`config.mk`:
```
export PLATFORM = sky130hd
export DESIGN_NAME = adc_ctl
export DESIGN_NICKNAME = d
export VERILOG_FILES = /design/src/core/adc_ctl_pkg.sv /design/src/core/adc_ctl.sv /design/src/core/trig_edge.sv
export SDC_FILE = /design/constraint.sdc
export NUM_CORES = 1
export LEC_CHECK = 0
export BUFFER_PORTS_ARGS = -buffer_cell sky130_fd_sc_hd__buf_2
export CAP_MARGIN = 20
export CORE_MARGIN = 2
export CORE_UTILIZATION = 52
export CTS_CLUSTER_SIZE = 16
export DETAILED_ROUTE_END_ITERATION = 8
export PLACE_DENSITY = 0.85
export SLEW_MARGIN = 20
export SYNTH_ARGS = -nofsm -noshare
export SYNTH_HDL_FRONTEND = slang
export SYNTH_SLANG_ARGS = --single-unit
export TNS_END_PERCENT = 10
```
`constraint.sdc`:
```
create_clock -name mclk_in -period 2.2 [get_ports mclk_in]
set_input_delay 0.22 -clock mclk_in [delete_from_list [all_inputs] [get_ports mclk_in]]
set_output_delay 0.22 -clock mclk_in [all_outputs]
set_load 0.01 [all_outputs]
```
`src/core/adc_ctl_pkg.sv`:
```
package adc_ctl_pkg;
   // Register byte offsets
   localparam logic [7:0] OFS_MAIN_CONTROL = 8'h00;
   localparam logic [7:0] OFS_SECOND_CONTROL = 8'h04;
   localparam logic [7:0] OFS_START = 8'h08;
   localparam logic [7:0] OFS_SEQUENCE = 8'h0C;
   localparam logic [7:0] OFS_RUN_CONTROL = 8'h10;
   localparam logic [7:0] OFS_HIGH_THRESHOLD = 8'h14;
   localparam logic [7:0] OFS_LOW_THRESHOLD = 8'h18;
   localparam logic [7:0] OFS_TRIGGER_SELECT = 8'h1C;
   localparam logic [7:0] OFS_FIRST_RESULT = 8'h20;
   localparam logic [7:0] OFS_INT_ENABLE = 8'h34;
   localparam logic [7:0] OFS_INT_CLEAR = 8'h38;
   localparam logic [7:0] OFS_INT_STATUS = 8'h3C;
   // Main control fields
   localparam int CONV_ENABLE_BIT = 0;
   localparam int MODE_LSB = 1;
   localparam int TEMP_SENSOR_ENABLE_BIT = 5;
   localparam int FOLLOWER_ENABLE_BIT = 13;
   // Second control fields
   localparam int CHANNEL_MULTIPLEXER_LSB = 0;
   localparam int WATCHDOG_CHANNEL_LSB = 4;
   localparam int WATCHDOG_GLOBAL_ENABLE_BIT = 8;
   // Start register, sequence and run count fields
   localparam int START_BIT = 0;
   localparam int SEQ_LAST_LSB = 16;
   localparam int RUN_COUNT_LSB = 0;
   // Flag positions, shared by status, enable and clear registers
   localparam int FLAG_COUNT = 7;
   localparam int FLG_CONV_DONE = 0;
   localparam int FLG_SEQ_DONE = 1;
   localparam int FLG_ALL_DONE = 2;
   localparam int FLG_BELOW_LOW = 3;
   localparam int FLG_ABOVE_HIGH = 4;
   localparam int FLG_IN_RANGE = 5;
   localparam int FLG_OVERFLOW = 6;
   localparam int STARTUP_DONE_BIT = 7;
   // Encodings and reset values
   localparam int TRIG_COUNT = 16;
   localparam logic [3:0] TEMP_SENSOR_CHANNEL = 4'hE;
   localparam logic [2:0] MODE_SINGLE = 3'h0;
   localparam logic [11:0] RESULT_MAX = 12'hFFF;
   localparam logic [11:0] HIGH_THRESHOLD_RESET = 12'hFFF;
   localparam logic [11:0] LOW_THRESHOLD_RESET = 12'h000;
   localparam logic [15:0] TRIGGER_SELECT_RESET = 16'h0000;
   localparam logic [31:0] READ_ZERO = 32'h0000_0000;

   typedef enum logic [1:0] {
      ST_IDLE = 2'b00,
      ST_CONVERT = 2'b01
   } conv_state_e;

   // Controls towards the converter core
   typedef struct packed {
      logic enable;
      logic start;
      logic [3:0] channel;
      logic temp_sensor_on;
      logic follower_on;
   } conv_ctl_s;

   // Result coming back from the converter core
   typedef struct packed {
      logic valid;
      logic [11:0] data;
   } conv_res_s;
endpackage

```
`src/core/adc_ctl.sv`:
```
// Functional notes
// [RL1] Conversion starts on software start bit or any enabled trigger source.
// [RL2] Trigger select holds sixteen enables; bits 15..11 DMA, I2C, SPI interrupts.
// [RL3] Trigger bits 10..8 UART, 7..5 basic timers, 4..1 general timers.
// [RL4] Trigger bit 0 selects the advanced timer trigger output.
// [RL5] Watchdog compares only with global enable set and on chosen channel.
// [RL6] Result at or above high threshold sets the above-high flag.
// [RL7] Result below low threshold sets the below-low flag.
// [RL8] Result within [low, high) sets the in-range flag.
// [RL9] Watchdog flags request interrupt only when their enable bit is set.
// [RL10] Temperature sensor enable resets to 0; writing 1 turns it on.
// [RL11] Channel multiplexer value 0x0E routes temperature sensor to converter.
// [RL12] Mode 0 means single-channel single conversion.
// [RL13] Software waits for startup-done before configuring and starting.
// [RL14] Single conversion sets conversion-done flag and stores first result.
// [RL15] Seven interrupt sources, each with flag and same-position enable.
// [RL16] Enable bit 1 allows a flag's interrupt; 0 blocks it.
// [RL17] Writing 0 to a clear bit clears the flag; 1 leaves it.
// [RL18] All-done flag sets when multiple run reaches its programmed count.
// [RL19] Sequence-done flag sets when every selected sequence channel converted.
// [RL20] Follower enable 1 routes input through follower; 0 connects directly.
// [RL21] Any enabled trigger edge is one start request; disabled ones ignored.
//
// Chosen here: the address map and strobed register access.
`timescale 1ns/1ps
module adc_ctl
   import adc_ctl_pkg::*;
(
   // Clock and reset
   input wire logic mclk_in,
   input wire logic srst_in,
   // Register port
   input wire logic [7:0] addr_in,
   input wire logic [31:0] wdata_in,
   input wire logic wr_in,
   input wire logic rd_in,
   output logic [31:0] rdata_out,
   // Trigger sources
   input wire logic dma_irq_in,
   input wire logic [1:0] i2c_irq_in,
   input wire logic [1:0] spi_irq_in,
   input wire logic [2:0] uart_irq_in,
   input wire logic [2:0] basic_timer_irq_in,
   input wire logic [3:0] general_timer_irq_in,
   input wire logic advanced_timer_trig_in,
   // Converter core
   input wire logic core_ready_in,
   input wire conv_res_s core_res_in,
   output conv_ctl_s core_ctl_out,
   // Interrupt request
   output logic irq_out
);
   // Main control
   logic enable_ff;
   logic [2:0] mode_ff;
   logic temp_en_ff;
   logic follower_ff;
   // Second control
   logic [3:0] channel_multiplexer_ff;
   logic [3:0] wd_ch_ff;
   logic wd_all_ff;
   // Start, sequence and run setup
   logic start_ff;
   logic [15:0] seq_slots_ff;
   logic [1:0] seq_last_ff;
   logic [7:0] run_count_ff;
   logic [11:0] high_thr_ff;
   logic [11:0] low_thr_ff;
   logic [15:0] trig_sel_ff;
   // Status
   logic [11:0] result_ff;
   logic [FLAG_COUNT-1:0] int_en_ff;
   logic [FLAG_COUNT-1:0] flags_ff;
   logic ready_ff;
   // Sequencer
   conv_state_e state_ff;
   conv_state_e nxt_state;
   logic [1:0] slot_ff;
   logic [7:0] runs_ff;
   logic [3:0] cur_ch_ff;
   logic core_start_ff;

   // Decode
   logic wr_main, wr_second, wr_start, wr_seq, wr_run, wr_high, wr_low;
   logic wr_trig, wr_ien, wr_clear;
   assign wr_main = wr_in && (addr_in == OFS_MAIN_CONTROL);
   assign wr_second = wr_in && (addr_in == OFS_SECOND_CONTROL);
   assign wr_start = wr_in && (addr_in == OFS_START);
   assign wr_seq = wr_in && (addr_in == OFS_SEQUENCE);
   assign wr_run = wr_in && (addr_in == OFS_RUN_CONTROL);
   assign wr_high = wr_in && (addr_in == OFS_HIGH_THRESHOLD);
   assign wr_low = wr_in && (addr_in == OFS_LOW_THRESHOLD);
   assign wr_trig = wr_in && (addr_in == OFS_TRIGGER_SELECT);
   assign wr_ien = wr_in && (addr_in == OFS_INT_ENABLE);
   assign wr_clear = wr_in && (addr_in == OFS_INT_CLEAR);

   // Trigger sources in select-register bit order
   logic [TRIG_COUNT-1:0] trig_src;
   logic trig_fire;
   assign trig_src = {dma_irq_in, i2c_irq_in, spi_irq_in, // RL2
                      uart_irq_in, basic_timer_irq_in, general_timer_irq_in, // RL3
                      advanced_timer_trig_in}; // RL4

   trig_edge #(
      .W(TRIG_COUNT)
   ) u_trig_edge (
      .mclk_in(mclk_in),
      .srst_in(srst_in),
      .level_in(trig_src),
      .mask_in(trig_sel_ff), // RL21
      .fire_out(trig_fire)
   );

   // Start decision
   logic sw_start, sw_stop, go, abort;
   assign sw_start = wr_start && wdata_in[START_BIT];
   assign sw_stop = wr_start && !wdata_in[START_BIT];
   // Gated on startup-done so an early start cannot reach a cold core
   assign go = (sw_start || trig_fire) && enable_ff && ready_ff // RL1 RL13
               && (state_ff == ST_IDLE);
   assign abort = (state_ff == ST_CONVERT) && (sw_stop || !enable_ff);

   // Result handling
   logic res_valid, wd_active, is_high, is_low, is_range;
   logic seq_mode, multi_mode, cont_mode, slot_last, seq_end, all_end;
   logic keep_going;
   logic [1:0] nxt_slot;
   logic [3:0] nxt_ch;
   logic [3:0] slot_ch;
   assign res_valid = core_res_in.valid && (state_ff == ST_CONVERT) && !abort;
   assign wd_active = wd_all_ff && (cur_ch_ff == wd_ch_ff); // RL5
   assign is_high = core_res_in.data >= high_thr_ff; // RL6
   assign is_low = core_res_in.data < low_thr_ff; // RL7
   assign is_range = !is_low && !is_high; // RL8
   // Mode 0 clears all three bits: one channel, one conversion
   assign seq_mode = mode_ff[0]; // RL12
   assign multi_mode = mode_ff[1];
   assign cont_mode = mode_ff[2];
   assign slot_last = !seq_mode || (slot_ff == seq_last_ff);
   assign seq_end = res_valid && seq_mode && slot_last; // RL19
   assign all_end = res_valid && multi_mode && (runs_ff == run_count_ff); // RL18
   assign keep_going = !all_end && ((seq_mode && !slot_last) || multi_mode || cont_mode);
   assign nxt_slot = slot_last ? 2'h0 : slot_ff + 2'h1;
   assign slot_ch = seq_slots_ff[{nxt_slot, 2'b00} +: 4];
   // Channel 0x0E selects the temperature sensor inside the core
   assign nxt_ch = seq_mode ? slot_ch : channel_multiplexer_ff; // RL11

   // Flag events and software clear
   logic [FLAG_COUNT-1:0] flag_set;
   logic [FLAG_COUNT-1:0] flag_clr;
   logic [FLAG_COUNT-1:0] nxt_flags;
   always_comb begin
      flag_set = '0;
      flag_set[FLG_CONV_DONE] = res_valid; // RL14
      flag_set[FLG_SEQ_DONE] = seq_end;
      flag_set[FLG_ALL_DONE] = all_end;
      flag_set[FLG_BELOW_LOW] = res_valid && wd_active && is_low; // RL7
      flag_set[FLG_ABOVE_HIGH] = res_valid && wd_active && is_high; // RL6
      flag_set[FLG_IN_RANGE] = res_valid && wd_active && is_range; // RL8
      // Overflow: a new result lands while the previous one is unacknowledged
      flag_set[FLG_OVERFLOW] = res_valid && flags_ff[FLG_CONV_DONE];
   end
   assign flag_clr = wr_clear ? ~wdata_in[FLAG_COUNT-1:0] : '0; // RL17
   // A set in the cycle of a clear still wins
   assign nxt_flags = (flags_ff & ~flag_clr) | flag_set; // RL15

   // Sequencer state
   always_comb begin
      nxt_state = state_ff;
      unique case (state_ff)
         ST_IDLE: begin
            if (go) begin
               nxt_state = ST_CONVERT;
            end
         end
         ST_CONVERT: begin
            if (abort || (res_valid && !keep_going)) begin
               nxt_state = ST_IDLE;
            end
         end
         default: begin
            nxt_state = ST_IDLE;
         end
      endcase
   end

   // Read mux
   logic [31:0] rd_word;
   logic [31:0] ctl_word;
   logic [31:0] second_word;
   logic [31:0] status_word;
   always_comb begin
      ctl_word = READ_ZERO;
      ctl_word[CONV_ENABLE_BIT] = enable_ff;
      ctl_word[MODE_LSB +: 3] = mode_ff;
      ctl_word[TEMP_SENSOR_ENABLE_BIT] = temp_en_ff;
      ctl_word[FOLLOWER_ENABLE_BIT] = follower_ff;
      second_word = READ_ZERO;
      second_word[CHANNEL_MULTIPLEXER_LSB +: 4] = channel_multiplexer_ff;
      second_word[WATCHDOG_CHANNEL_LSB +: 4] = wd_ch_ff;
      second_word[WATCHDOG_GLOBAL_ENABLE_BIT] = wd_all_ff;
      status_word = READ_ZERO;
      status_word[FLAG_COUNT-1:0] = flags_ff;
      status_word[STARTUP_DONE_BIT] = ready_ff;
   end
   assign rd_word =
      (addr_in == OFS_MAIN_CONTROL) ? ctl_word :
      (addr_in == OFS_SECOND_CONTROL) ? second_word :
      (addr_in == OFS_START) ? {31'h0, start_ff} :
      (addr_in == OFS_SEQUENCE) ? {14'h0, seq_last_ff, seq_slots_ff} :
      (addr_in == OFS_RUN_CONTROL) ? {24'h0, run_count_ff} :
      (addr_in == OFS_HIGH_THRESHOLD) ? {20'h0, high_thr_ff} :
      (addr_in == OFS_LOW_THRESHOLD) ? {20'h0, low_thr_ff} :
      (addr_in == OFS_TRIGGER_SELECT) ? {16'h0, trig_sel_ff} :
      (addr_in == OFS_FIRST_RESULT) ? {20'h0, result_ff} :
      (addr_in == OFS_INT_ENABLE) ? {25'h0, int_en_ff} :
      (addr_in == OFS_INT_STATUS) ? status_word :
      READ_ZERO;

   // Configuration registers
   always_ff @(posedge mclk_in) begin
      if (srst_in) begin
         enable_ff <= 1'b0;
         mode_ff <= MODE_SINGLE;
         temp_en_ff <= 1'b0;
         follower_ff <= 1'b0;
      end else if (wr_main) begin
         enable_ff <= wdata_in[CONV_ENABLE_BIT];
         mode_ff <= wdata_in[MODE_LSB +: 3];
         temp_en_ff <= wdata_in[TEMP_SENSOR_ENABLE_BIT]; // RL10
         follower_ff <= wdata_in[FOLLOWER_ENABLE_BIT]; // RL20
      end
   end

   always_ff @(posedge mclk_in) begin
      if (srst_in) begin
         channel_multiplexer_ff <= 4'h0;
         wd_ch_ff <= 4'h0;
         wd_all_ff <= 1'b0;
      end else if (wr_second) begin
         channel_multiplexer_ff <= wdata_in[CHANNEL_MULTIPLEXER_LSB +: 4];
         wd_ch_ff <= wdata_in[WATCHDOG_CHANNEL_LSB +: 4];
         wd_all_ff <= wdata_in[WATCHDOG_GLOBAL_ENABLE_BIT];
      end
   end

   always_ff @(posedge mclk_in) begin
      if (srst_in) begin
         seq_slots_ff <= 16'h0000;
         seq_last_ff <= 2'h0;
      end else if (wr_seq) begin
         seq_slots_ff <= wdata_in[15:0];
         seq_last_ff <= wdata_in[SEQ_LAST_LSB +: 2];
      end
   end

   always_ff @(posedge mclk_in) begin
      if (srst_in) begin
         run_count_ff <= 8'h00;
      end else if (wr_run) begin
         run_count_ff <= wdata_in[RUN_COUNT_LSB +: 8];
      end
   end

   always_ff @(posedge mclk_in) begin
      if (srst_in) begin
         high_thr_ff <= HIGH_THRESHOLD_RESET;
         low_thr_ff <= LOW_THRESHOLD_RESET;
      end else begin
         if (wr_high) begin
            high_thr_ff <= wdata_in[11:0];
         end
         if (wr_low) begin
            low_thr_ff <= wdata_in[11:0];
         end
      end
   end

   always_ff @(posedge mclk_in) begin
      if (srst_in) begin
         trig_sel_ff <= TRIGGER_SELECT_RESET;
         int_en_ff <= '0;
      end else begin
         if (wr_trig) begin
            trig_sel_ff <= wdata_in[TRIG_COUNT-1:0]; // RL2
         end
         if (wr_ien) begin
            int_en_ff <= wdata_in[FLAG_COUNT-1:0]; // RL16
         end
      end
   end

   // Start bit reads 1 for the whole run and drops when it ends
   always_ff @(posedge mclk_in) begin
      if (srst_in) begin
         start_ff <= 1'b0;
      end else if (go) begin
         start_ff <= 1'b1;
      end else if ((state_ff == ST_IDLE) || (nxt_state == ST_IDLE)) begin
         start_ff <= 1'b0;
      end
   end

   // Sequencer
   always_ff @(posedge mclk_in) begin
      if (srst_in) begin
         state_ff <= ST_IDLE;
         slot_ff <= 2'h0;
         runs_ff <= 8'h00;
         cur_ch_ff <= 4'h0;
         core_start_ff <= 1'b0;
      end else begin
         state_ff <= nxt_state;
         core_start_ff <= go || (res_valid && keep_going); // RL1
         if (go) begin
            slot_ff <= 2'h0;
            runs_ff <= 8'h00;
            cur_ch_ff <= seq_mode ? seq_slots_ff[3:0] : channel_multiplexer_ff;
         end else if (res_valid) begin
            slot_ff <= nxt_slot;
            runs_ff <= runs_ff + 8'h01;
            cur_ch_ff <= nxt_ch;
         end
      end
   end

   // Status and result
   always_ff @(posedge mclk_in) begin
      if (srst_in) begin
         flags_ff <= '0;
         result_ff <= 12'h000;
         ready_ff <= 1'b0;
         irq_out <= 1'b0;
      end else begin
         flags_ff <= nxt_flags;
         ready_ff <= enable_ff && core_ready_in;
         irq_out <= |(nxt_flags & int_en_ff); // RL9 RL16
         if (res_valid) begin
            result_ff <= core_res_in.data; // RL14
         end
      end
   end

   // Register read data, valid only in the cycle after the strobe
   always_ff @(posedge mclk_in) begin
      if (srst_in) begin
         rdata_out <= READ_ZERO;
      end else if (rd_in) begin
         rdata_out <= rd_word;
      end else begin
         rdata_out <= READ_ZERO;
      end
   end

   assign core_ctl_out.enable = enable_ff;
   assign core_ctl_out.start = core_start_ff;
   assign core_ctl_out.channel = cur_ch_ff;
   assign core_ctl_out.temp_sensor_on = temp_en_ff; // RL10
   assign core_ctl_out.follower_on = follower_ff; // RL20
endmodule // adc_ctl

```
`src/core/trig_edge.sv`:
```
`timescale 1ns/1ps
module trig_edge #(
   parameter int W = 16
) (
   // Clock and reset
   input wire logic mclk_in,
   input wire logic srst_in,
   // Sources and their enables
   input wire logic [W-1:0] level_in,
   input wire logic [W-1:0] mask_in,
   // One-cycle start request
   output logic fire_out
);
   logic [W-1:0] prev_ff;
   logic [W-1:0] gated;

   // Masking before the edge detect keeps disabled sources silent
   assign gated = level_in & mask_in;

   always_ff @(posedge mclk_in) begin
      if (srst_in) begin
         prev_ff <= '0;
         fire_out <= 1'b0;
      end else begin
         prev_ff <= gated;
         fire_out <= |(gated & ~prev_ff);
      end
   end
endmodule // trig_edge

```
==> summary.md <==
| Metric | Value |
|---|---|
| Status | `finished with violations` |
| Failing checks | `negative setup slack` |
| XOR/XNOR Fraction of Synth Area | `2.43%` |
| Critical path class | `reg2reg` |
| Hold depth | `2` |
| CP bufs+invs | `1` |
| Pwr Total | `0.00634 W` |
| Final WL | `23,600 um` |
| Synth top cells by count | `nand2_1 (185), dfxtp_1 (162), a21oi_1 (105), nor2_1 (82), nand3_1 (36)` |
| Hold EP | `ready_ff` |
| Final core utilization | `63.3%` |
| R2r endpoint | `irq_out` |
| Clk_lat worst skew | `0.44 ns` |
| I/O Buffers | `86` |
| Slew margin rel. | `roughly three fifths` |
| P_sw | `roughly 0.0015 W` |
| Compound-Gate Fraction of Synth Area | `a little under a fifth` |
| Area growth syn-to-layout | `20.0%` |
| Worst Min Path Start | `core_ready_in` |
| MaxCap Viol Count | `0` |
| Drt via density | `6.04` |
| Synth area leaders | `dfxtp_1 (43%), nand2_1 (9.2%), a21oi_1 (6.9%)` |
| Final cell count without fillers | `around 1.2k` |
| Std cell rows | `between 40 and 50` |
| Maximum vdd drop | `0.000599 V` |
| R2R setup slack | `-0.001 ns` |
| Post-synth EDFFs | `0` |
| Inst Count DP | `roughly 1.2k` |
| TritonCTS Buffers | `17` |
| Crit path cell chain | `inv_1, ha_4, nand2_1, o21ai_1, a2111oi_2, o21a_1, or4_1, a211o_1, a21oi_2` |
| Worst-margin pin slew | `0.617 ns` |
| Worst path slowest cell | `or4_1` |
| Gr usage total | `30.0%` |
| Minimum clock period | `between 2 and 2.5 ns` |
| PwrDens | `697 nW/um^2` |
| Initial core utilization | `52.7%` |
| Largest family of logic cells by synthesized area | `simple AND/OR/NAND/NOR gates` |
| Hold Fails Final Rpt | `0` |
| Simple-Gate Fraction of Synth Area | `a little under a quarter` |
| Worst reg2reg path startpoint | `low_thr_ff[2]` |
| Setup tns final | `-0.00121 ns` |
| CP Capture Type | `flop` |
| CTS tree | `yes` |
| Vias in the first global route | `6,971` |
| Startpoint types | `flop` |
| Overflow after GRT | `0` |
| Mux contribution to synthesized area | `2.71%` |
| Synth area leader | `dfxtp_1` |
| Largest net degree at the start of global routing | `121` |
| R2R depth | `9` |
| Die width | `125 um` |
| Design internal power | `0.00487 W` |
| Power share of the clock group | `between 40% and 50%` |
| Worst-path clk slew | `0.07 ns` |
| Yosys reg bits | `roughly 160` |
| First-pass detailed-route iteration total | `5` |
| Die Y-Extent | `125 um` |
| Synthesized instance count | `922` |
| Bufs on Longest Clock Path | `2` |
| Initial antenna violation count | `0` |
| Sw Ratio | `between 20% and 30%` |
| Top delay family on crit path | `compound AO/OA/AOI/OAI gates` |
| Slowest Stage Delay on Critical Path | `0.52 ns` |
| Register area share after synthesis | `42.8%` |
| Synthesized area | `7580 um^2` |
| Top-count cell post-synth | `nand2_1` |
| Residual DRC | `0` |
| HPWL after DPL | `16,700 um` |
| Async SR Flop Fraction | `0%` |
| Hold_ws | `0.0160 ns` |
| Via count | `7,394` |
| Number of DRC markers in iteration 0 | `970` |
| Die area | `15,600 um^2` |
| H-tree Lvls | `4` |
| Fin nets | `1,126` |
| CP required | `roughly 2.6 ns` |
| First-pass GRT wire length | `36,600 um` |
| Max-slew violation count | `0` |
| Hold crit path type | `in2reg` |
| Layout cells sized above 1 | `a little over a fifth` |
| Sinks on Clock Net | `162` |
| Max FO, Critical Path | `3` |
| Final worst setup slack | `-0.00121 ns` |
| # diodes | `0` |
| RSZ-0062 raised after global routing | `yes` |
| Distinct cells, synth | `70` |
| Max Clock Freq | `around 450 MHz` |
| Synth warn | `0` |
| Post-Synth Adder-Cell Area | `around 4.0%` |
| Yosys top cell area share | `42.8%` |
| Mapped Avg Cell Area | `8.22 um^2` |
| Gate power share | `5.0%` |
| DRT antenna net count | `0` |
| Pleak | `between 3 and 4 nW` |
| Setup violations, final | `1` |
| Placer congestion estimate | `0.930` |
| Wirelength per Cell | `19.3 um` |
| Skew final | `0.00821 ns` |
| Arr. time, crit path | `2.57 ns` |
| Core Area | `14,400 um^2` |
| Post-synth top flop | `dfxtp_1` |
| Seq pwr share | `46.4%` |
| CTS Root Cell | `clkbuf_16` |
| IO Pins | `115` |
| Fin crit share | `100%` |
## cell families (layout without fill, tap and decap cells)
group	after synthesis	count (layout)
DFF	162	162
xor gates and xnor gates	21	21
other	1	15
AOI/OAI and AO/OA	223	223
muxes	20	20
adders and majority gates	24	24
buffers and inverters	101	206
and+or+nand+nor	370	370
## final cells by class
cell class	instances	area [um^2]
Sequential cell	162	3250
Fill cell	1186	5270
Clock inverter	14	178
Clock buffer	18	439
Multi-Input combinational cell	673	4000
Inverter	29	109
Tap cell	184	230
Timing Repair Buffer	145	888
## layer usage
layer  track usage (%)  share of wire (%)
met1              38.2                 38
met2              46.5                 46
met3              8.42                 11
met4              15.4                4.8
met5                 0                  0
## timing repair
item / 4_1_cts / 5_1_grt
setup endpoints to repair: 2 / 6
setup buffers: 0 / 0
resized for setup: 4 / 22
pin swaps: 2 / 5
hold buffers: 0 / 0
## power groups by stage
stage,clock network (W),registers (W),logic (W)
global route,0.00322,0.00294,0.000335
floorplan,0,0.00300,0.000158
detailed placement,0,0.00301,0.000293
CTS,0.00309,0.00294,0.000295
finish,0.00308,0.00294,0.000318
global placement,0,0.00300,0.000289
## worst max path at each step
stage                   start      endpoint  slack [ns]  cells past startpoint
2_1_floorplan   low_thr_ff[5]   flags_ff[5]        0.13                      9
3_3_place_gp    low_thr_ff[2]   flags_ff[5]        0.03                      9
3_5_place_dp   core_res_in[0]       irq_out       -0.09                     10
4_1_cts            slot_ff[0]  cur_ch_ff[3]        0.01                      7
5_1_grt         low_thr_ff[4]       irq_out       -0.07                      9
6_report        low_thr_ff[2]       irq_out      -0.001                      9
## layout by cell type (no fill, tap or decap), drive strengths merged, types with 5 or more instances in the layout
cell type	instances
nand2	186
dfxtp	162
buf	145
a21oi	106
nor2	82
nand3	37
inv	32
ha	24
a22oi	22
o21ai	19
clkbuf	18
mux2i	16
conb	15
o22ai	14
o211ai	12
xnor2	12
and2	10
xor2	9
a222oi	9
and3	8
nor3	7
a221oi	7
nand4	6
a21o	5
o21a	5
nor4	5
nand2b	5
## registers in the layout, indices dropped and copies added, names as in the netlist, 8 cells and up
register / flops
rdata_out: 18
seq_slots_ff: 16
trig_sel_ff: 16
u_trig_edge.prev_ff: 16
high_thr_ff: 12
low_thr_ff: 12
result_ff: 12
run_count_ff: 8
runs_ff: 8
## through the flow
stage / area [um^2] / worst slack [ns]
after floorplan: 7630 / 0.130
after global placement: 8370 / 0.0338
after detailed placement: 8370 / -0.0909
after CTS: 9000 / 0.0108
after global routing: 9090 / -0.0713
final: 9090 / -0.00121
Power figures use the tool's default switching activity.
